<file path="config.mk">
export PLATFORM = sky130hd
export DESIGN_NAME = proc_end_flat
export DESIGN_NICKNAME = d
export VERILOG_FILES = /design/src/rtl/sys_cycle_pkg.sv /design/src/rtl/sys_cycle_if.sv /design/src/rtl/cmd_field_decode.sv /design/src/rtl/proc_end.sv /design/src/rtl/agent_end.sv /design/src/flat_wrapper.sv
export VERILOG_INCLUDE_DIRS = /design/src /design/src/rtl
export SDC_FILE = /design/constraint.sdc
export NUM_CORES = 1
export LEC_CHECK = 0
export BUFFER_PORTS_ARGS = -buffer_cell sky130_fd_sc_hd__buf_2
export CAP_MARGIN = 20
export CORE_AREA = 3 3 157 159
export CTS_BUF_LIST = sky130_fd_sc_hd__clkbuf_4
export DETAILED_ROUTE_END_ITERATION = 10
export DIE_AREA = 0 0 160 162
export GPL_TIMING_DRIVEN = 0
export PLACE_DENSITY = 0.66
export SLEW_MARGIN = 20
export SYNTH_ARGS = -nofsm -noshare
export SYNTH_HDL_FRONTEND = slang
export SYNTH_SLANG_ARGS = --single-unit
</file>
<file path="constraint.sdc">
create_clock -name sys_clk -period 2.85 [get_ports sys_clk]
set_input_delay 0.57 -clock sys_clk [delete_from_list [all_inputs] [get_ports sys_clk]]
set_output_delay 0.57 -clock sys_clk [all_outputs]
set_load 0.01 [all_outputs]
</file>
<file path="src/rtl/sys_cycle_regs.svh">
`ifndef SYS_CYCLE_REGS_SVH
`define SYS_CYCLE_REGS_SVH

// ----------------------------------------------------------------
// Command bus fields
// ----------------------------------------------------------------
`define CMD_W 12
`define CMD_TYPE_BIT 11
`define CMD_REQNUM_HI 10
`define CMD_REQNUM_LO 8
`define CMD_OP_HI 7
`define CMD_OP_LO 5
`define CMD_CAUSE_HI 4
`define CMD_CAUSE_LO 3
`define CMD_LOW_HI 2
`define CMD_LOW_LO 0
`define CMD_ECC_BIT 0
`define CMD_BAD_BIT 5
`define CMD_DTYPE_HI 4
`define CMD_DTYPE_LO 3

// ----------------------------------------------------------------
// Address/data bus fields in address cycles
// ----------------------------------------------------------------
`define AD_W 64
`define AD_TGT_HI 63
`define AD_TGT_LO 60
`define AD_UNC_HI 59
`define AD_UNC_LO 58
`define AD_WAY_BIT 57
`define AD_RSV_HI 56
`define AD_RSV_LO 40
`define AD_PA_HI 39
`define AD_PA_LO 0

// ----------------------------------------------------------------
// Values
// ----------------------------------------------------------------
`define TGT_NONE 4'h0
`define TGT_ALL 4'hf
`define SPECIAL_ELIMINATE 2'h1
`define WRITE_CAUSE_TYPICAL 2'h1
`define WRITE_CAUSE_UA_SEQ 2'h2
`define WRITE_CAUSE_UA_IDENT 2'h3

`endif

</file>
<file path="src/rtl/sys_cycle_pkg.sv">
package sys_cycle_pkg;

	// Processor address-cycle command field
	typedef enum logic [2:0]
	{
		PRQ_READ_SHARED = 3'h0,
		PRQ_READ_EXCL = 3'h1,
		PRQ_READ_NONCOH = 3'h2,
		PRQ_READ_PARTIAL = 3'h3,
		PRQ_WRITE_BLOCK = 3'h4,
		PRQ_WRITE_PARTIAL = 3'h5,
		PRQ_UPGRADE = 3'h6,
		PRQ_SPECIAL = 3'h7
	} proc_cmd_type;

	// External address-cycle command field
	typedef enum logic [2:0]
	{
		XRQ_INTV_SHARED = 3'h0,
		XRQ_INTV_EXCL = 3'h1,
		XRQ_ALLOC_A = 3'h2,
		XRQ_ALLOC_B = 3'h3,
		XRQ_NOP_A = 3'h4,
		XRQ_NOP_B = 3'h5,
		XRQ_INVALIDATE = 3'h6,
		XRQ_SPECIAL = 3'h7
	} ext_cmd_type;

	// Data-cycle type field
	typedef enum logic [1:0]
	{
		DT_REQ = 2'h0,
		DT_RESP = 2'h1,
		DT_REQ_LAST = 2'h2,
		DT_RESP_LAST = 2'h3
	} data_type_type;

endpackage

</file>
<file path="src/rtl/sys_cycle_if.sv">
`include "sys_cycle_regs.svh"

// Shared bus between processor end and agent end; each end drives its own
// half with an enable; the checker flags both enables high in one clock.
interface sys_cycle_if;
	logic [`CMD_W-1:0] proc_cmd;
	logic [`AD_W-1:0] proc_ad;
	logic proc_oe;
	logic [`CMD_W-1:0] agent_cmd;
	logic [`AD_W-1:0] agent_ad;
	logic agent_oe;

	modport proc_end
	(
		output proc_cmd,
		output proc_ad,
		output proc_oe,
		input agent_cmd,
		input agent_ad,
		input agent_oe
	);

	modport agent_end
	(
		input proc_cmd,
		input proc_ad,
		input proc_oe,
		output agent_cmd,
		output agent_ad,
		output agent_oe
	);
endinterface

</file>
<file path="src/rtl/cmd_field_decode.sv">
`include "sys_cycle_regs.svh"

// ----------------------------------------------------------------
// Splits a captured command/address word into its fields
// ----------------------------------------------------------------
module cmd_field_decode
(
	// Captured cycle
	input wire logic [`CMD_W-1:0] cmd,
	input wire logic [`AD_W-1:0] ad,
	// Decoded fields
	output logic is_data,
	output logic [2:0] req_num,
	output logic [2:0] op,
	output logic [1:0] cause,
	output logic [2:0] low,
	output logic ecc_en,
	output logic bad_data,
	output logic [3:0] target,
	output logic [1:0] uncached,
	output logic way,
	output logic [39:0] phys_addr
);
	// Pure wiring of fields; reserved address bits are simply not exported
	always_comb
	begin
		is_data = cmd[`CMD_TYPE_BIT];
		req_num = cmd[`CMD_REQNUM_HI:`CMD_REQNUM_LO];
		op = cmd[`CMD_OP_HI:`CMD_OP_LO];
		cause = cmd[`CMD_CAUSE_HI:`CMD_CAUSE_LO];
		low = cmd[`CMD_LOW_HI:`CMD_LOW_LO];
		ecc_en = cmd[`CMD_ECC_BIT];
		bad_data = cmd[`CMD_BAD_BIT];
		target = ad[`AD_TGT_HI:`AD_TGT_LO];
		uncached = ad[`AD_UNC_HI:`AD_UNC_LO];
		way = ad[`AD_WAY_BIT];
		phys_addr = ad[`AD_PA_HI:`AD_PA_LO];
	end
endmodule

</file>
<file path="src/rtl/proc_end.sv">
`include "sys_cycle_regs.svh"

// How it works
// - Command bit 11: address 0, data 1
// - Bits 7:5 encode processor request kind
// - Request number on reads, upgrades; zero on writes
// - Address word: target, uncached, way, address
// - Way bit on block, upgrade, eliminate cycles
// - Agent targets processors by device number bit
// - Non-coherent requests drive zero target
// - Mode off: coherent requests drive zero target
// - Mode on: coherent requests drive all-ones target
// - System sets mode for snoopy protocols
// - Uncached attribute on partial and accelerated writes
// - Agent encodes external commands in bits 7:5
// - Bit 0 enables check; set on block cycles except accelerated writes
// - Data cycles: bit 5 bad, 4:3 type
module proc_end
(
	// Clock and reset
	input wire logic sys_clk,
	input wire logic nrst,
	// Mode
	input wire logic coherent_target_mode,
	input wire logic [1:0] device_number,
	// Request issue
	input wire logic req_valid,
	input wire sys_cycle_pkg::proc_cmd_type req_cmd,
	input wire logic [2:0] req_num,
	input wire logic [1:0] req_cause,
	input wire logic [2:0] req_low,
	input wire logic [1:0] req_uncached,
	input wire logic req_way,
	input wire logic [39:0] req_addr,
	// Data cycle issue
	input wire logic dat_valid,
	input wire logic [2:0] dat_req_num,
	input wire logic dat_bad,
	input wire sys_cycle_pkg::data_type_type dat_type,
	input wire logic [1:0] dat_state,
	input wire logic [63:0] dat_word,
	// External address cycle seen
	output logic ext_valid,
	output logic ext_for_me,
	output sys_cycle_pkg::ext_cmd_type ext_cmd,
	output logic [2:0] ext_req_num,
	output logic [1:0] ext_cause,
	output logic ext_ecc_en,
	output logic [39:0] ext_addr,
	// External data cycle seen
	output logic ext_dat_valid,
	output logic ext_dat_bad,
	output sys_cycle_pkg::data_type_type ext_dat_type,
	output logic [63:0] ext_dat_word,
	// Bus
	sys_cycle_if.proc_end bus
);
	// ----------------------------------------------------------------
	// Helpers
	// ----------------------------------------------------------------

	// True for a coherent block read or upgrade
	function automatic logic is_coherent(input sys_cycle_pkg::proc_cmd_type c);
		is_coherent = (c == sys_cycle_pkg::PRQ_READ_SHARED) || (c == sys_cycle_pkg::PRQ_READ_EXCL)
			|| (c == sys_cycle_pkg::PRQ_UPGRADE);
	endfunction

	// True for eliminate: special with its cause code
	function automatic logic is_elim(input sys_cycle_pkg::proc_cmd_type c, input logic [1:0] cs);
		is_elim = (c == sys_cycle_pkg::PRQ_SPECIAL) && (cs == `SPECIAL_ELIMINATE);
	endfunction

	// True for block read/write, upgrade or eliminate
	function automatic logic is_block(input sys_cycle_pkg::proc_cmd_type c, input logic [1:0] cs);
		is_block = is_coherent(c) || (c == sys_cycle_pkg::PRQ_READ_NONCOH)
			|| (c == sys_cycle_pkg::PRQ_WRITE_BLOCK) || is_elim(c, cs);
	endfunction

	// ----------------------------------------------------------------
	// Outgoing encoder
	// ----------------------------------------------------------------
	logic [`CMD_W-1:0] cmd_d, cmd_q; // Command word driven
	logic [`AD_W-1:0] ad_d, ad_q; // Address/data word driven
	logic oe_d, oe_q; // Drive enable

	// Address cycle wins over data cycle if both asked in one clock
	always_comb
	begin
		cmd_d = '0;
		ad_d = '0;
		oe_d = 1'b0;
		if (req_valid)
		begin
			oe_d = 1'b1;
			cmd_d[`CMD_TYPE_BIT] = 1'b0;
			cmd_d[`CMD_OP_HI:`CMD_OP_LO] = req_cmd;
			cmd_d[`CMD_CAUSE_HI:`CMD_CAUSE_LO] = req_cause;
			cmd_d[`CMD_LOW_HI:`CMD_LOW_LO] = req_low;
			// Reads and upgrades carry their number, writes carry zero
			case (req_cmd)
				sys_cycle_pkg::PRQ_READ_SHARED, sys_cycle_pkg::PRQ_READ_EXCL, sys_cycle_pkg::PRQ_READ_NONCOH,
				sys_cycle_pkg::PRQ_READ_PARTIAL, sys_cycle_pkg::PRQ_UPGRADE:
					cmd_d[`CMD_REQNUM_HI:`CMD_REQNUM_LO] = req_num;
				default:
					cmd_d[`CMD_REQNUM_HI:`CMD_REQNUM_LO] = 3'h0;
			endcase
			// Check-enable bit forced on block-class cycles, except accelerated writes
			if (is_block(req_cmd, req_cause) && !((req_cmd == sys_cycle_pkg::PRQ_WRITE_BLOCK)
				&& (req_cause != `WRITE_CAUSE_TYPICAL)))
			begin
				cmd_d[`CMD_ECC_BIT] = 1'b1;
			end
			// Target indication
			if (is_coherent(req_cmd))
			begin
				ad_d[`AD_TGT_HI:`AD_TGT_LO] = coherent_target_mode ? `TGT_ALL : `TGT_NONE;
			end
			else
			begin
				ad_d[`AD_TGT_HI:`AD_TGT_LO] = `TGT_NONE;
			end
			// Uncached attribute only where it means something
			if ((req_cmd == sys_cycle_pkg::PRQ_READ_PARTIAL) || (req_cmd == sys_cycle_pkg::PRQ_WRITE_PARTIAL)
				|| ((req_cmd == sys_cycle_pkg::PRQ_WRITE_BLOCK) && (req_cause != `WRITE_CAUSE_TYPICAL)))
			begin
				ad_d[`AD_UNC_HI:`AD_UNC_LO] = req_uncached;
			end
			if (is_block(req_cmd, req_cause))
			begin
				ad_d[`AD_WAY_BIT] = req_way;
			end
			ad_d[`AD_PA_HI:`AD_PA_LO] = req_addr;
		end
		else if (dat_valid)
		begin
			oe_d = 1'b1;
			cmd_d[`CMD_TYPE_BIT] = 1'b1;
			cmd_d[`CMD_REQNUM_HI:`CMD_REQNUM_LO] = dat_req_num;
			cmd_d[`CMD_BAD_BIT] = dat_bad;
			cmd_d[`CMD_DTYPE_HI:`CMD_DTYPE_LO] = dat_type;
			cmd_d[2:1] = dat_state;
			cmd_d[`CMD_ECC_BIT] = 1'b1; // Processor data cycles always enable checking
			ad_d = dat_word;
		end
	end

	// Registers the driven bus
	always_ff @(posedge sys_clk)
	begin
		if (!nrst)
		begin
			cmd_q <= '0;
			ad_q <= '0;
			oe_q <= 1'b0;
		end
		else
		begin
			cmd_q <= cmd_d;
			ad_q <= ad_d;
			oe_q <= oe_d;
		end
	end

	assign bus.proc_cmd = cmd_q;
	assign bus.proc_ad = ad_q;
	assign bus.proc_oe = oe_q;

	// ----------------------------------------------------------------
	// Incoming decoder
	// ----------------------------------------------------------------
	logic [`CMD_W-1:0] in_cmd_s1, in_cmd_s2; // Synchroniser stages
	logic [`AD_W-1:0] in_ad_s1, in_ad_s2;
	logic in_oe_s1, in_oe_s2;
	logic f_data, f_ecc, f_bad;
	logic [2:0] f_num, f_op;
	logic [1:0] f_cause;
	logic [3:0] f_tgt;
	logic [39:0] f_pa;

	// Two-stage capture of the far end's drive
	always_ff @(posedge sys_clk)
	begin
		if (!nrst)
		begin
			in_cmd_s1 <= '0;
			in_cmd_s2 <= '0;
			in_ad_s1 <= '0;
			in_ad_s2 <= '0;
			in_oe_s1 <= 1'b0;
			in_oe_s2 <= 1'b0;
		end
		else
		begin
			in_cmd_s1 <= bus.agent_cmd;
			in_cmd_s2 <= in_cmd_s1;
			in_ad_s1 <= bus.agent_ad;
			in_ad_s2 <= in_ad_s1;
			in_oe_s1 <= bus.agent_oe;
			in_oe_s2 <= in_oe_s1;
		end
	end

	cmd_field_decode u_dec
	(
		.cmd(in_cmd_s2),
		.ad(in_ad_s2),
		.is_data(f_data),
		.req_num(f_num),
		.op(f_op),
		.cause(f_cause),
		.low(),
		.ecc_en(f_ecc),
		.bad_data(f_bad),
		.target(f_tgt),
		.uncached(),
		.way(),
		.phys_addr(f_pa)
	);

	logic ev_d, ev_q, em_d, em_q, dv_d, dv_q;
	sys_cycle_pkg::ext_cmd_type ec_d, ec_q;
	logic [2:0] en_q;
	logic [1:0] ecs_q, dt_q;
	logic ee_q, db_q;
	logic [39:0] ea_q;
	logic [63:0] dw_q;

	// Classify incoming cycle; reserved bits reach no output but ext_dat_word, which takes the whole word
	always_comb
	begin
		ev_d = in_oe_s2 && !f_data;
		dv_d = in_oe_s2 && f_data;
		em_d = f_tgt[device_number];
		ec_d = sys_cycle_pkg::ext_cmd_type'(f_op);
	end

	// Registers the decoded view
	always_ff @(posedge sys_clk)
	begin
		if (!nrst)
		begin
			ev_q <= 1'b0;
			em_q <= 1'b0;
			dv_q <= 1'b0;
			ec_q <= sys_cycle_pkg::XRQ_INTV_SHARED;
			en_q <= 3'h0;
			ecs_q <= 2'h0;
			ee_q <= 1'b0;
			ea_q <= '0;
			db_q <= 1'b0;
			dt_q <= 2'h0;
			dw_q <= '0;
		end
		else
		begin
			ev_q <= ev_d;
			em_q <= em_d;
			dv_q <= dv_d;
			ec_q <= ec_d;
			en_q <= f_num;
			ecs_q <= f_cause;
			ee_q <= f_ecc;
			ea_q <= f_pa;
			db_q <= f_bad;
			dt_q <= f_cause;
			dw_q <= in_ad_s2;
		end
	end

	assign ext_valid = ev_q;
	assign ext_for_me = em_q;
	assign ext_cmd = ec_q;
	assign ext_req_num = en_q;
	assign ext_cause = ecs_q;
	assign ext_ecc_en = ee_q;
	assign ext_addr = ea_q;
	assign ext_dat_valid = dv_q;
	assign ext_dat_bad = db_q;
	assign ext_dat_type = sys_cycle_pkg::data_type_type'(dt_q);
	assign ext_dat_word = dw_q;
endmodule

</file>
<file path="src/rtl/agent_end.sv">
`include "sys_cycle_regs.svh"

// ----------------------------------------------------------------
// External agent end: encodes external cycles, decodes processor ones
// ----------------------------------------------------------------
module agent_end
(
	// Clock and reset
	input wire logic sys_clk,
	input wire logic nrst,
	// External request issue
	input wire logic xreq_valid,
	input wire sys_cycle_pkg::ext_cmd_type xreq_cmd,
	input wire logic [2:0] xreq_num,
	input wire logic [1:0] xreq_cause,
	input wire logic xreq_ecc,
	input wire logic [3:0] xreq_target,
	input wire logic [39:0] xreq_addr,
	// External data issue
	input wire logic xdat_valid,
	input wire logic [2:0] xdat_num,
	input wire logic xdat_bad,
	input wire sys_cycle_pkg::data_type_type xdat_type,
	input wire logic [1:0] xdat_state,
	input wire logic xdat_ecc,
	input wire logic [63:0] xdat_word,
	// Processor address cycle seen
	output logic preq_valid,
	output sys_cycle_pkg::proc_cmd_type preq_cmd,
	output logic [2:0] preq_num,
	output logic [3:0] preq_target,
	output logic [1:0] preq_uncached,
	output logic preq_way,
	output logic preq_ecc,
	output logic [39:0] preq_addr,
	// Processor data cycle seen
	output logic pdat_valid,
	output logic pdat_bad,
	output logic [63:0] pdat_word,
	// Bus
	sys_cycle_if.agent_end bus
);
	logic [`CMD_W-1:0] cmd_d, cmd_q; // Command word driven
	logic [`AD_W-1:0] ad_d, ad_q; // Address/data word driven
	logic oe_d, oe_q;

	// Address cycle wins over data cycle in one clock
	always_comb
	begin
		cmd_d = '0;
		ad_d = '0;
		oe_d = 1'b0;
		if (xreq_valid)
		begin
			oe_d = 1'b1;
			cmd_d[`CMD_TYPE_BIT] = 1'b0;
			cmd_d[`CMD_REQNUM_HI:`CMD_REQNUM_LO] = xreq_num;
			cmd_d[`CMD_OP_HI:`CMD_OP_LO] = xreq_cmd;
			cmd_d[`CMD_CAUSE_HI:`CMD_CAUSE_LO] = xreq_cause;
			cmd_d[`CMD_ECC_BIT] = xreq_ecc;
			ad_d[`AD_TGT_HI:`AD_TGT_LO] = xreq_target;
			ad_d[`AD_PA_HI:`AD_PA_LO] = xreq_addr;
		end
		else if (xdat_valid)
		begin
			oe_d = 1'b1;
			cmd_d[`CMD_TYPE_BIT] = 1'b1;
			cmd_d[`CMD_REQNUM_HI:`CMD_REQNUM_LO] = xdat_num;
			cmd_d[`CMD_BAD_BIT] = xdat_bad;
			cmd_d[`CMD_DTYPE_HI:`CMD_DTYPE_LO] = xdat_type;
			cmd_d[2:1] = xdat_state;
			cmd_d[`CMD_ECC_BIT] = xdat_ecc;
			ad_d = xdat_word;
		end
	end

	// Registers the driven bus
	always_ff @(posedge sys_clk)
	begin
		if (!nrst)
		begin
			cmd_q <= '0;
			ad_q <= '0;
			oe_q <= 1'b0;
		end
		else
		begin
			cmd_q <= cmd_d;
			ad_q <= ad_d;
			oe_q <= oe_d;
		end
	end

	assign bus.agent_cmd = cmd_q;
	assign bus.agent_ad = ad_q;
	assign bus.agent_oe = oe_q;

	// Same-clock logic drives the processor half, so no synchroniser here
	logic f_data, f_ecc, f_bad, f_way;
	logic [2:0] f_num, f_op;
	logic [1:0] f_unc;
	logic [3:0] f_tgt;
	logic [39:0] f_pa;

	cmd_field_decode u_dec
	(
		.cmd(bus.proc_cmd),
		.ad(bus.proc_ad),
		.is_data(f_data),
		.req_num(f_num),
		.op(f_op),
		.cause(),
		.low(),
		.ecc_en(f_ecc),
		.bad_data(f_bad),
		.target(f_tgt),
		.uncached(f_unc),
		.way(f_way),
		.phys_addr(f_pa)
	);

	// Registers the decoded view of the processor's cycle
	always_ff @(posedge sys_clk)
	begin
		if (!nrst)
		begin
			preq_valid <= 1'b0;
			preq_cmd <= sys_cycle_pkg::PRQ_READ_SHARED;
			preq_num <= 3'h0;
			preq_target <= 4'h0;
			preq_uncached <= 2'h0;
			preq_way <= 1'b0;
			preq_ecc <= 1'b0;
			preq_addr <= '0;
			pdat_valid <= 1'b0;
			pdat_bad <= 1'b0;
			pdat_word <= '0;
		end
		else
		begin
			preq_valid <= bus.proc_oe && !f_data;
			preq_cmd <= sys_cycle_pkg::proc_cmd_type'(f_op);
			preq_num <= f_num;
			preq_target <= f_tgt;
			preq_uncached <= f_unc;
			preq_way <= f_way;
			preq_ecc <= f_ecc;
			preq_addr <= f_pa;
			pdat_valid <= bus.proc_oe && f_data;
			pdat_bad <= f_bad;
			pdat_word <= bus.proc_ad;
		end
	end
endmodule

</file>
<file path="src/flat_wrapper.sv">
// flat-port wrapper written by rule: the top's interface ports become plain ports
module proc_end_flat 
  (sys_clk, nrst, coherent_target_mode, device_number, req_valid, req_cmd, req_num, req_cause, req_low, req_uncached, req_way, req_addr, dat_valid, dat_req_num, dat_bad, dat_type, dat_state, dat_word, ext_valid, ext_for_me, ext_cmd, ext_req_num, ext_cause, ext_ecc_en, ext_addr, ext_dat_valid, ext_dat_bad, ext_dat_type, ext_dat_word, bus_proc_cmd, bus_proc_ad, bus_proc_oe, bus_agent_cmd, bus_agent_ad, bus_agent_oe);
  sys_cycle_if bus_i ();
  input wire logic sys_clk;
  input wire logic nrst;
  input wire logic coherent_target_mode;
  input wire logic [1:0] device_number;
  input wire logic req_valid;
  input wire sys_cycle_pkg::proc_cmd_type req_cmd;
  input wire logic [2:0] req_num;
  input wire logic [1:0] req_cause;
  input wire logic [2:0] req_low;
  input wire logic [1:0] req_uncached;
  input wire logic req_way;
  input wire logic [39:0] req_addr;
  input wire logic dat_valid;
  input wire logic [2:0] dat_req_num;
  input wire logic dat_bad;
  input wire sys_cycle_pkg::data_type_type dat_type;
  input wire logic [1:0] dat_state;
  input wire logic [63:0] dat_word;
  output logic ext_valid;
  output logic ext_for_me;
  output sys_cycle_pkg::ext_cmd_type ext_cmd;
  output logic [2:0] ext_req_num;
  output logic [1:0] ext_cause;
  output logic ext_ecc_en;
  output logic [39:0] ext_addr;
  output logic ext_dat_valid;
  output logic ext_dat_bad;
  output sys_cycle_pkg::data_type_type ext_dat_type;
  output logic [63:0] ext_dat_word;
  output wire logic [$bits(bus_i.proc_cmd)-1:0] bus_proc_cmd;
  output wire logic [$bits(bus_i.proc_ad)-1:0] bus_proc_ad;
  output wire logic [$bits(bus_i.proc_oe)-1:0] bus_proc_oe;
  input wire logic [$bits(bus_i.agent_cmd)-1:0] bus_agent_cmd;
  input wire logic [$bits(bus_i.agent_ad)-1:0] bus_agent_ad;
  input wire logic [$bits(bus_i.agent_oe)-1:0] bus_agent_oe;
  assign bus_proc_cmd = bus_i.proc_cmd;
  assign bus_proc_ad = bus_i.proc_ad;
  assign bus_proc_oe = bus_i.proc_oe;
  assign bus_i.agent_cmd = bus_agent_cmd;
  assign bus_i.agent_ad = bus_agent_ad;
  assign bus_i.agent_oe = bus_agent_oe;
  proc_end u_core (.sys_clk(sys_clk), .nrst(nrst), .coherent_target_mode(coherent_target_mode), .device_number(device_number), .req_valid(req_valid), .req_cmd(req_cmd), .req_num(req_num), .req_cause(req_cause), .req_low(req_low), .req_uncached(req_uncached), .req_way(req_way), .req_addr(req_addr), .dat_valid(dat_valid), .dat_req_num(dat_req_num), .dat_bad(dat_bad), .dat_type(dat_type), .dat_state(dat_state), .dat_word(dat_word), .ext_valid(ext_valid), .ext_for_me(ext_for_me), .ext_cmd(ext_cmd), .ext_req_num(ext_req_num), .ext_cause(ext_cause), .ext_ecc_en(ext_ecc_en), .ext_addr(ext_addr), .ext_dat_valid(ext_dat_valid), .ext_dat_bad(ext_dat_bad), .ext_dat_type(ext_dat_type), .ext_dat_word(ext_dat_word), .bus(bus_i));
endmodule
</file>
==> impl_metrics.py, run 1 <==
metrics = {
    "logic_synthesis": {
        "ys_types": 27,
        "syn_nets": 918,
        "synth_fa_ha_area_share_pct": 0,
        "synth_compound_area_share_pct": 5.80,
        "ys_seq_area_share_pct": 69.3,
        "synth_area_um2": 8760,
        "synth_simple_gate_area_share_pct": 18.7,
        "synth_top_family_by_area": "simple AND/OR/NAND/NOR gates",
        "synth_xor_xnor_area_share_pct": 0,
        "synth_area_leader_cell": "dfxtp_1",
        "synthCells": 708,
        "synthMuxAreaShare_pct": 0.257,
        "avgSynthCellArea_um2": 12.4,
        "yosysTopAreaCellShare_pct": 69.3,
        "ys_top_cells_by_area": "dfxtp_1, and2_1, a22o_1",
        "ys_seq_elements": 303,
        "ys_warn_count": 0,
    },
    "drt": {
        "wl_per_cell_um": 16.1,
        "viasPerCell": 4.17,
        "postRouteWirelength_mm": 24.9,
        "ant_nets": 0,
        "drc": 0,
        "firstDrtPassIters": 4,
        "vias": 6475,
        "drt_iter0_markers": 227,
    },
    "timing": {
        "skew_ns": 0.0288,
        "fmax_ghz": 0.524,
        "hold_violations": 0,
        "period_needed_ns": 1.91,
        "worst_hold_slack_ns": 0.114,
        "rsz0062_at_grt": "no",
        "slew_violations": 0,
        "tns_ns": 0,
        "max_slew_margin_pct": 53.4,
        "finalSetupViolCount": 0,
        "fin_crit_sh_pct": 67.0,
        "max_slew.worst_pin.slew_ns": 0.699,
    },
    "floorplan": {
        "fp.dieW_um": 160,
        "die_h_um": 162,
        "rows": 56,
        "die-area_um2": 25900,
        "boundaryPins": 406,
        "core_area_um2": 23400,
        "start_util_pct": 37.4,
    },
    "run": {
        "drv_cap": 0,
    },
    "hold_path": {
        "min-delay-start": "bus_agent_ad[46]",
        "hold_class": "in -> reg",
    },
    "clock_tree": {
        "numCtsBuffers": 77,
        "post-cts-setup-buffers": 0,
        "cts_num_sinks": 303,
        "clockBufferDepth": 3,
        "ctsResizeCount": 0,
        "htree_levels": 3,
        "clkTransAtPathRegs_ns": 0.06,
        "cts-hold-fix-buffers": 0,
        "cts_root_buf": "clkbuf_4",
        "worstSkewPairLatency_ns": 0.65,
        "cts_tree": "built",
    },
    "setup_path": {
        "crit_fanout": 2,
        "arrival_ns": 1.34,
        "path_cells": "buf_4, buf_2",
        "crit_path_max_incr_delay_ns": 0.45,
        "worstSetupStartpointType": "flop",
        "reg2reg_from": "u_core.in_ad_s2[62]",
        "slowest_stage": "dfxtp_1",
        "critPathRequiredTime_ns": 2.28,
        "worstSetupPathType": "reg -> out",
        "crit_path_end_kind": "output pin",
        "worstSetupStartpoint": "u_core.ext_dat_word[38]",
    },
    "global_route": {
        "grt_pass1_wl_mm": 35.9,
        "overflow": 0,
        "grt.busiest_layer": "met2",
        "grt_util_met3_pct": 7.52,
        "grt_pass1_vias": 6439,
        "grt_max_degree": 13,
        "met1_usage_pct": 17.5,
        "antenna_found_initial": 11,
        "gr-usage-met2_pct": 34.1,
        "gr-usage-all-layers_pct": 18.3,
    },
    "final_layout": {
        "syn2layout_area_growth_pct": 37.5,
        "drive_above_1_share_pct": 46.7,
        "fillers": 2244,
        "seq_area_um2": 6070,
        "multi_input_area_um2": 2160,
        "fin_area_um2": 12000,
        "nets": 1400,
        "mostFrequentLayoutCells": "buf_2, dfxtp_1, and2_1, clkbuf_4, a22o_1",
        "final_common_cell": "buf_2",
    },
    "power_and_ir_drop": {
        "p_leak_nw": 6.16,
        "power.density_nw_per_um2": 690,
        "vdd_drop_max_mv": 0.364,
    },
    "run_status": {
        "status": "finished clean",
    },
    "placed_design": {
        "gp_congestion": 0.823,
        "place_area_um2": 11200,
        "numPortBuffers": 403,
        "dp_hpwl_mm": 19.5,
    },
}
routing by layer:
layer / routed length [µm] / vias to the layer above
met5: 69 / -
met4: 707 / 10
met2: 13300 / 291
li1: - / 3215
met1: 8620 / 2899
met3: 2220 / 60
worst max-delay path: cells and delay by family, from the launching register on:
family   cells  cell delay, ns
flops        1            0.45
buf+inv      2            0.26
final timing paths:
kind                                            end  slack [ns]  cells past startpoint
worst min register to register  u_core.in_ad_s2[59]        0.41                      1
worst max-delay path               ext_dat_word[38]        0.94                      2
worst max register to register    u_core.ext_for_me        1.85                      2
worst min-delay path            u_core.in_ad_s1[46]        0.11                      2
cells in the mapped netlist:
library cell,number
a21o_1,4
o21ai_1,2
and2_4,1
a32o_1,1
o22a_1,1
buf_4,47
dfxtp_1,303
a21boi_1,1
nand3b_1,2
o21a_1,1
buf_6,5
and3_1,3
o31a_1,1
nor3b_1,1
and3b_1,1
mux4_2,1
and2_1,241
or2_2,1
nand3_1,2
a21oi_1,1
a22o_1,48
clkbuf_1,23
nand2_1,7
nor2_1,1
nand4b_1,1
nand2b_1,2
buf_2,6
registers in the layout, summed over array words and instances (netlist names), 10 cells and up:
signal and count:
u_core.bus.proc_ad 64, u_core.bus.proc_cmd 12, u_core.ext_dat_word 64, u_core.in_ad_s1 64, u_core.in_ad_s2 64, u_core.in_cmd_s1 10
u_core.in_cmd_s2 10
power by group:
part / switching (mW) / total [mW] / internal (mW)
Sequential: 0.0467 / 4.47 / 4.42
Clock: 1.60 / 3.27 / 1.67
Combinational: 0.261 / 0.564 / 0.303
final cells by class:
type	count	share of cell area, %
plain buffers	81	4.37
multi-input cells	324	18.0
clock buffers	103	6.42
clock inverters	15	0.676
well taps	319	3.32
diodes	4	0.0832
repair buffers	403	16.8
flip-flops and latches	303	50.4
stage by stage:
stage               setup slack (ns)  total power, mW  cells  utilization, %
global placement               0.945             5.12   1430            47.7
finish                         0.942             8.30   1552            51.4
detailed placement             0.922             5.13   1430            47.7
global route                   0.854             8.77   1551            51.4
CTS                            0.835             8.46   1548            51.4
floorplan                       1.50             4.81    708               -
kinds of logic (layout without fill, tap and decap cells):
group / Yosys count / count (layout)
other: 0 / 4
AND/OR/NAND/NOR: 263 / 263
buffers and inverters: 81 / 602
AO/OA/AOI/OAI: 60 / 60
multiplexers: 1 / 1
flip-flops: 303 / 303
No activity file was read; power rests on OpenSTA's default activity.
==> run 2: changes to the inputs <==
--- a/config.mk
+++ b/config.mk
@@ -6,6 +6,7 @@
 export SDC_FILE = /design/constraint.sdc
 export NUM_CORES = 1
 export LEC_CHECK = 0
+export ABC_AREA = 1
 export BUFFER_PORTS_ARGS = -buffer_cell sky130_fd_sc_hd__buf_2
 export CAP_MARGIN = 20
 export CORE_AREA = 3 3 157 159
@@ -13,7 +14,7 @@
 export DETAILED_ROUTE_END_ITERATION = 10
 export DIE_AREA = 0 0 160 162
 export GPL_TIMING_DRIVEN = 0
-export PLACE_DENSITY = 0.66
+export PLACE_DENSITY = 0.7
 export SLEW_MARGIN = 20
 export SYNTH_ARGS = -nofsm -noshare
 export SYNTH_HDL_FRONTEND = slang
==> constraint.sdc (replaced) <==
create_clock -name sys_clk -period 1.6 [get_ports sys_clk]
set_input_delay 0.32 -clock sys_clk [delete_from_list [all_inputs] [get_ports sys_clk]]
set_output_delay 0.32 -clock sys_clk [all_outputs]
set_load 0.01 [all_outputs]
==> run 2 against run 1 <==
  * Sequential cell count unchanged
  * Synthesized cell count rose by 39%
  * Wire length is 22% higher
  * Clock power increased by 91%
  * Clock skew shrank 0.0066 ns
  * Sequential power is 79% higher
  * Sequential share of layout area fell by 8.6 points
  * Critical path depth unchanged
  * Global-route usage up 4.1 points
  * Largest cell class unchanged
==> impl_metrics.py, run 2 <==
metrics = {
    "run_status": {
        "status": "finished clean",
    },
    "logic_synthesis": {
        "avgSynthCellArea_um2": 9.28,
        "ys_top_cells_by_area": "dfxtp_1, nand2_1, inv_1",
        "synthArstFlopShare_pct": 0,
        "synth_area_um2": 9120,
        "synthFlopType": "dfxtp_1",
        "ys_seq_elements": 303,
        "synthCells": 983,
        "yosysMostFrequentCell": "dfxtp_1",
        "synth_area_leader_cell": "dfxtp_1",
        "ys_warn_count": 0,
        "synth_common_cells": "dfxtp_1, nand2_1, inv_1, buf_4, a22o_1",
        "ys_seq_area_share_pct": 66.5,
        "synth_edf_count": 0,
        "syn_nets": 1193,
        "yosysTopAreaCellShare_pct": 66.5,
        "ys_types": 18,
    },
    "final_layout": {
        "seq_area_um2": 6110,
        "final_util_pct": 62.5,
        "syn2layout_area_growth_pct": 60.3,
        "drive_above_1_share_pct": 36.4,
        "fillers": 1845,
        "nets": 1858,
        "multi_input_area_um2": 1560,
        "final_common_cell": "buf_2",
        "final_cell_count_no_fill": 2014,
        "mostFrequentLayoutCells": "buf_2, dfxtp_1, nand2_1, inv_1, dlygate4sd3_1",
    },
    "global_route": {
        "grt_pass1_wl_mm": 46.0,
        "grt_pass1_vias": 8725,
        "gr-usage-all-layers_pct": 22.5,
        "overflow": 0,
        "antenna_found_initial": 5,
        "grt_max_degree": 12,
    },
    "clock_tree": {
        "cts_tree": "built",
        "clkTransAtPathRegs_ns": 0.07,
        "clockBufferDepth": 3,
        "htree_levels": 3,
        "worstSkewPairLatency_ns": 0.64,
        "cts_num_sinks": 303,
        "post-cts-setup-buffers": 0,
        "cts_root_buf": "clkbuf_4",
        "numCtsBuffers": 77,
    },
    "floorplan": {
        "fp.dieW_um": 160,
        "rows": 56,
        "die_h_um": 162,
        "boundaryPins": 406,
        "start_util_pct": 39.0,
        "die-area_um2": 25900,
        "core_area_um2": 23400,
    },
    "timing": {
        "skew_ns": 0.0222,
        "finalSetupViolCount": 0,
        "max_slew_margin_pct": 64.7,
        "fin_crit_sh_pct": 95.3,
        "period_needed_ns": 1.52,
        "fmax_ghz": 0.656,
        "hold_violations": 0,
        "slew_violations": 0,
        "max_slew.worst_pin.slew_ns": 0.530,
    },
    "setup_path": {
        "crit_path_end_kind": "output pin",
        "worstSetupPathType": "reg -> out",
        "crit_fanout": 2,
        "arrival_ns": 1.20,
        "critPathRequiredTime_ns": 1.28,
        "slowest_stage": "dfxtp_2",
        "crit_path_max_incr_delay_ns": 0.33,
        "worstSetupStartpointType": "flop",
        "path_cells": "buf_4, buf_6",
    },
    "drt": {
        "vias": 8363,
        "drt_iter0_markers": 339,
        "viasPerCell": 4.15,
        "drc": 0,
        "ant_nets": 0,
        "firstDrtPassIters": 5,
        "postRouteWirelength_mm": 30.4,
        "wl_per_cell_um": 15.1,
    },
    "placed_design": {
        "numPortBuffers": 403,
        "dp.cells": 1705,
        "dp_hpwl_mm": 18.9,
        "gp_congestion": 0.911,
    },
    "run": {
        "drv_cap": 0,
    },
    "power_and_ir_drop": {
        "power.density_nw_per_um2": 1080,
        "vdd_drop_max_mv": 0.665,
        "p_leak_nw": 8.95,
    },
    "hold_path": {
        "hold_class": "in -> reg",
    },
}
[run 2: layout make-up]
cell class                 count  share of cell area [%]
sequential                   303                    41.8
inverter                     253                    6.49
buffer                        59                    2.69
clock inverter                16                   0.855
antenna                        5                  0.0855
tap                          319                    2.73
timing repair buffer         607                    29.3
multi-input combinational    347                    10.7
clock buffer                 105                    5.39
[run 2: power breakdown]
group / internal [mW] / total, mW / switching [mW]
combinational: 0.859 / 1.57 / 0.707
sequential: 7.88 / 7.98 / 0.107
clock: 3.34 / 6.24 / 2.90
total: 12.1 / 15.8 / 3.71
[run 2: through the flow]
stage	hold slack, ns	total power [mW]	setup slack, ns	TNS (ns)	cell area [µm²]
2_1_floorplan	0.390	8.63	0.501	0	9120
3_3_place_gp	0.391	9.20	-0.0418	-0.0418	11500
3_5_place_dp	0.395	9.23	-0.0547	-0.199	11500
4_1_cts	0.000540	15.9	0.000152	0	14600
5_1_grt	0.0118	16.6	-0.0167	-0.0808	14600
6_report	0.0623	15.8	0.0754	0	14600
[run 2: cell families after synthesis]
| kind of cell | after synthesis | share of synthesized area, % |
|---|---|---|
| compound gates | 52 | 4.69 |
| simple gates | 295 | 12.4 |
| flops | 303 | 66.5 |
| buf+inv | 333 | 16.4 |
[run 2: per-layer routing]
metal,part of all wire (%),wire (µm),vias to the layer above,track usage [%]
met5,0,0,-,0
met4,3.3,1010,0,11.0
met3,7.3,2210,77,6.96
met2,51,15600,363,40.1
met1,38,11600,3791,24.2
li1,-,-,4132,-
[run 2: what timing repair did]
| item | in CTS | in global routing |
|---|---|---|
| hold buffers | 204 | 0 |
| cloned | 0 | 0 |
| endpoints found under the hold margin | 151 | 0 |
| gates resized for setup | 20 | 57 |
| endpoints found under the setup margin | 13 | 38 |
[run 2: critical path, delay by kind of cell (launching register included)]
kind                   cells  cell delay [ns]
DFF                        1             0.33
buffers and inverters      2             0.24
[run 2: path summary, 6_finish.rpt]
path	endpoint	slack, ns	from	cells past startpoint
worst max register to register	u_core.ext_for_me	0.84	u_core.in_ad_s2[60]	4
worst max-delay path	ext_dat_type[1]	0.08	u_core.ext_cause[1]	2
worst min register to register	u_core.in_ad_s2[51]	0.39	u_core.in_ad_s1[51]	2
worst min-delay path	u_core.bus.proc_cmd[7]	0.06	req_valid	3
==> run 3: changes to the inputs <==
--- a/config.mk
+++ b/config.mk
@@ -6,15 +6,14 @@
 export SDC_FILE = /design/constraint.sdc
 export NUM_CORES = 1
 export LEC_CHECK = 0
-export ABC_AREA = 1
 export BUFFER_PORTS_ARGS = -buffer_cell sky130_fd_sc_hd__buf_2
 export CAP_MARGIN = 20
-export CORE_AREA = 3 3 157 159
+export CORE_AREA = 3 3 156 158
 export CTS_BUF_LIST = sky130_fd_sc_hd__clkbuf_4
 export DETAILED_ROUTE_END_ITERATION = 10
-export DIE_AREA = 0 0 160 162
+export DIE_AREA = 0 0 159 161
 export GPL_TIMING_DRIVEN = 0
-export PLACE_DENSITY = 0.7
+export PLACE_DENSITY = 0.69
 export SLEW_MARGIN = 20
 export SYNTH_ARGS = -nofsm -noshare
 export SYNTH_HDL_FRONTEND = slang
==> run 3 against run 2 <==
  * The run now ends with negative setup slack left
  * Critical path depth grew 4
  * Global-route usage shrank 0.55 points
  * First-iteration DRC count grew 7.4%
  * Utilization shrank 1.1 points
  * Worst hold slack gained 0.034 ns
  * Count of clock-buffer cells in the layout shrank 1
  * Power grew 1.3%
  * Register-to-register slack lost 0.28 ns
  * Fmax shrank 12%
  * Largest power group unchanged
==> impl_metrics.py, run 3 (same netlist as run 1, synthesis figures left out) <==
metrics = {
    "floorplan": {
        "boundaryPins": 406,
        "core_area_um2": 23300,
        "fp.dieW_um": 159,
        "rows": 56,
        "die-area_um2": 25600,
        "die_h_um": 161,
        "start_util_pct": 37.6,
    },
    "drt": {
        "vias": 7622,
        "ant_nets": 0,
        "postRouteWirelength_mm": 29.9,
        "drc": 0,
        "drt_iter0_markers": 364,
        "wl_per_cell_um": 17.3,
        "firstDrtPassIters": 7,
        "viasPerCell": 4.39,
    },
    "power_and_ir_drop": {
        "power.density_nw_per_um2": 1120,
        "vdd_drop_max_mv": 0.915,
        "p_leak_nw": 7.02,
    },
    "setup_path": {
        "crit_path_end_kind": "flop",
        "r2r_end": "u_core.ext_for_me",
        "critPathRequiredTime_ns": 2.14,
        "arrival_ns": 2.27,
        "worstSetupPathType": "in -> reg",
        "reg2reg_from": "u_core.in_ad_s2[63]",
        "r2r_setup_slack_ns": 0.56,
        "crit_fanout": 10,
        "r2r_cells": 2,
        "worstSetupStartpointType": "primary input",
    },
    "timing": {
        "hold_violations": 0,
        "finalSetupViolCount": 37,
        "timing.final.ws_setup_ns": -0.135,
        "skew_ns": 0.0475,
        "fmax_ghz": 0.576,
        "rsz0062_at_grt": "yes",
        "slew_violations": 0,
        "fin_crit_sh_pct": 108,
        "max_slew_margin_pct": 67.1,
        "max_slew.worst_pin.slew_ns": 0.494,
        "period_needed_ns": 1.74,
    },
    "clock_tree": {
        "cts_root_buf": "clkbuf_4",
        "htree_levels": 3,
        "worstSkewPairLatency_ns": 0.67,
        "clockBufferDepth": 3,
        "numCtsBuffers": 78,
        "post-cts-setup-buffers": 0,
        "clkTransAtPathRegs_ns": 0.08,
        "cts_num_sinks": 303,
        "cts_tree": "built",
    },
    "hold_path": {
        "hold_class": "in -> reg",
        "worstHoldEndpoint": "u_core.ext_for_me",
        "hold_depth": 3,
        "min-delay-start": "device_number[0]",
    },
    "global_route": {
        "antenna_found_initial": 11,
        "grt_pass1_vias": 8026,
        "grt_pass1_wl_mm": 43.7,
        "gr-usage-all-layers_pct": 21.9,
        "grt_max_degree": 14,
        "overflow": 0,
    },
    "placed_design": {
        "dp_hpwl_mm": 18.3,
        "place_area_um2": 11200,
        "gp_congestion": 0.853,
        "numPortBuffers": 403,
    },
    "final_layout": {
        "fin_area_um2": 14300,
        "nets": 1566,
        "drive_above_1_share_pct": 41.4,
        "fillers": 1811,
        "multi_input_area_um2": 2170,
        "seq_area_um2": 6130,
        "final_util_pct": 61.4,
        "mostFrequentLayoutCells": "buf_2, dfxtp_1, and2_1, dlygate4sd3_1, clkbuf_4",
        "final_common_cell": "buf_2",
        "syn2layout_area_growth_pct": 63.1,
    },
    "run_status": {
        "failed_checks": "negative setup slack",
        "status": "finished with violations",
    },
    "run": {
        "drv_cap": 0,
    },
}
## run 3: worst max path at each step
stage / start / end / slack [ns] / cells after the start
after detailed placement: nrst / u_core.ext_req_num[0] / -0.17 / 4
after global placement: nrst / u_core.ext_dat_word[26] / -0.17 / 4
final: dat_valid / u_core.bus.proc_ad[26] / -0.14 / 6
after floorplan: nrst / u_core.bus.proc_ad[21] / 0.50 / 4
after CTS: u_core.ext_dat_word[38] / ext_dat_word[38] / -0.02 / 2
after global routing: dat_valid / u_core.bus.proc_ad[26] / -0.10 / 6
## run 3: power by group
group / total [mW] / switching, mW / internal [mW]
combinational: 1.49 / 0.605 / 0.889
clock: 6.52 / 3.13 / 3.38
sequential: 7.97 / 0.104 / 7.87
## run 3: area by class of cell
cell class | instances | share of cell area (%)
flip-flops and latches | 303 | 42.9
repair buffers | 611 | 30.7
multi-input cells | 324 | 15.2
clock buffers | 104 | 5.47
well taps | 319 | 2.80
plain buffers | 38 | 1.49
clock inverters | 27 | 1.29
diodes | 9 | 0.158
## run 3: repair_timing
| action | in CTS | in global routing |
|---|---|---|
| cloned | 0 | 2 |
| pin swaps | 0 | 0 |
| endpoints found under the setup margin | 47 | 37 |
| hold buffers | 207 | 4 |
| hold endpoints to repair | 152 | 4 |
| gates resized for setup | 92 | 7 |
## run 3: metal layers
layer	wire length, µm	vias up	share of wire [%]	global-route usage [%]
met2	14900	443	50	38.9
li1	-	3562	-	-
met5	30	-	0.10	0
met1	10500	3468	35	21.5
met3	2640	145	8.8	8.23
met4	1820	4	6.1	14.0
## run 3: through the flow
stage	setup slack [ns]	TNS (ns)	power, mW	hold WS (ns)	instances
after global placement	-0.172	-1.85	9.13	0.394	1430
after floorplan	0.503	0	8.57	0.383	708
final	-0.135	-1.34	16.0	0.0962	1735
after CTS	-0.0219	-0.0219	16.1	0.0198	1727
after detailed placement	-0.168	-2.09	9.15	0.400	1430
after global routing	-0.100	-0.395	16.7	0.0428	1734
## run 3: critical path, stage by stage
cell,delay (ns)
dlygate4sd3_1,0.56
and3b_2,0.24
buf_8,0.16
buf_4,0.17
a22o_1,0.19
dlygate4sd3_1,0.64
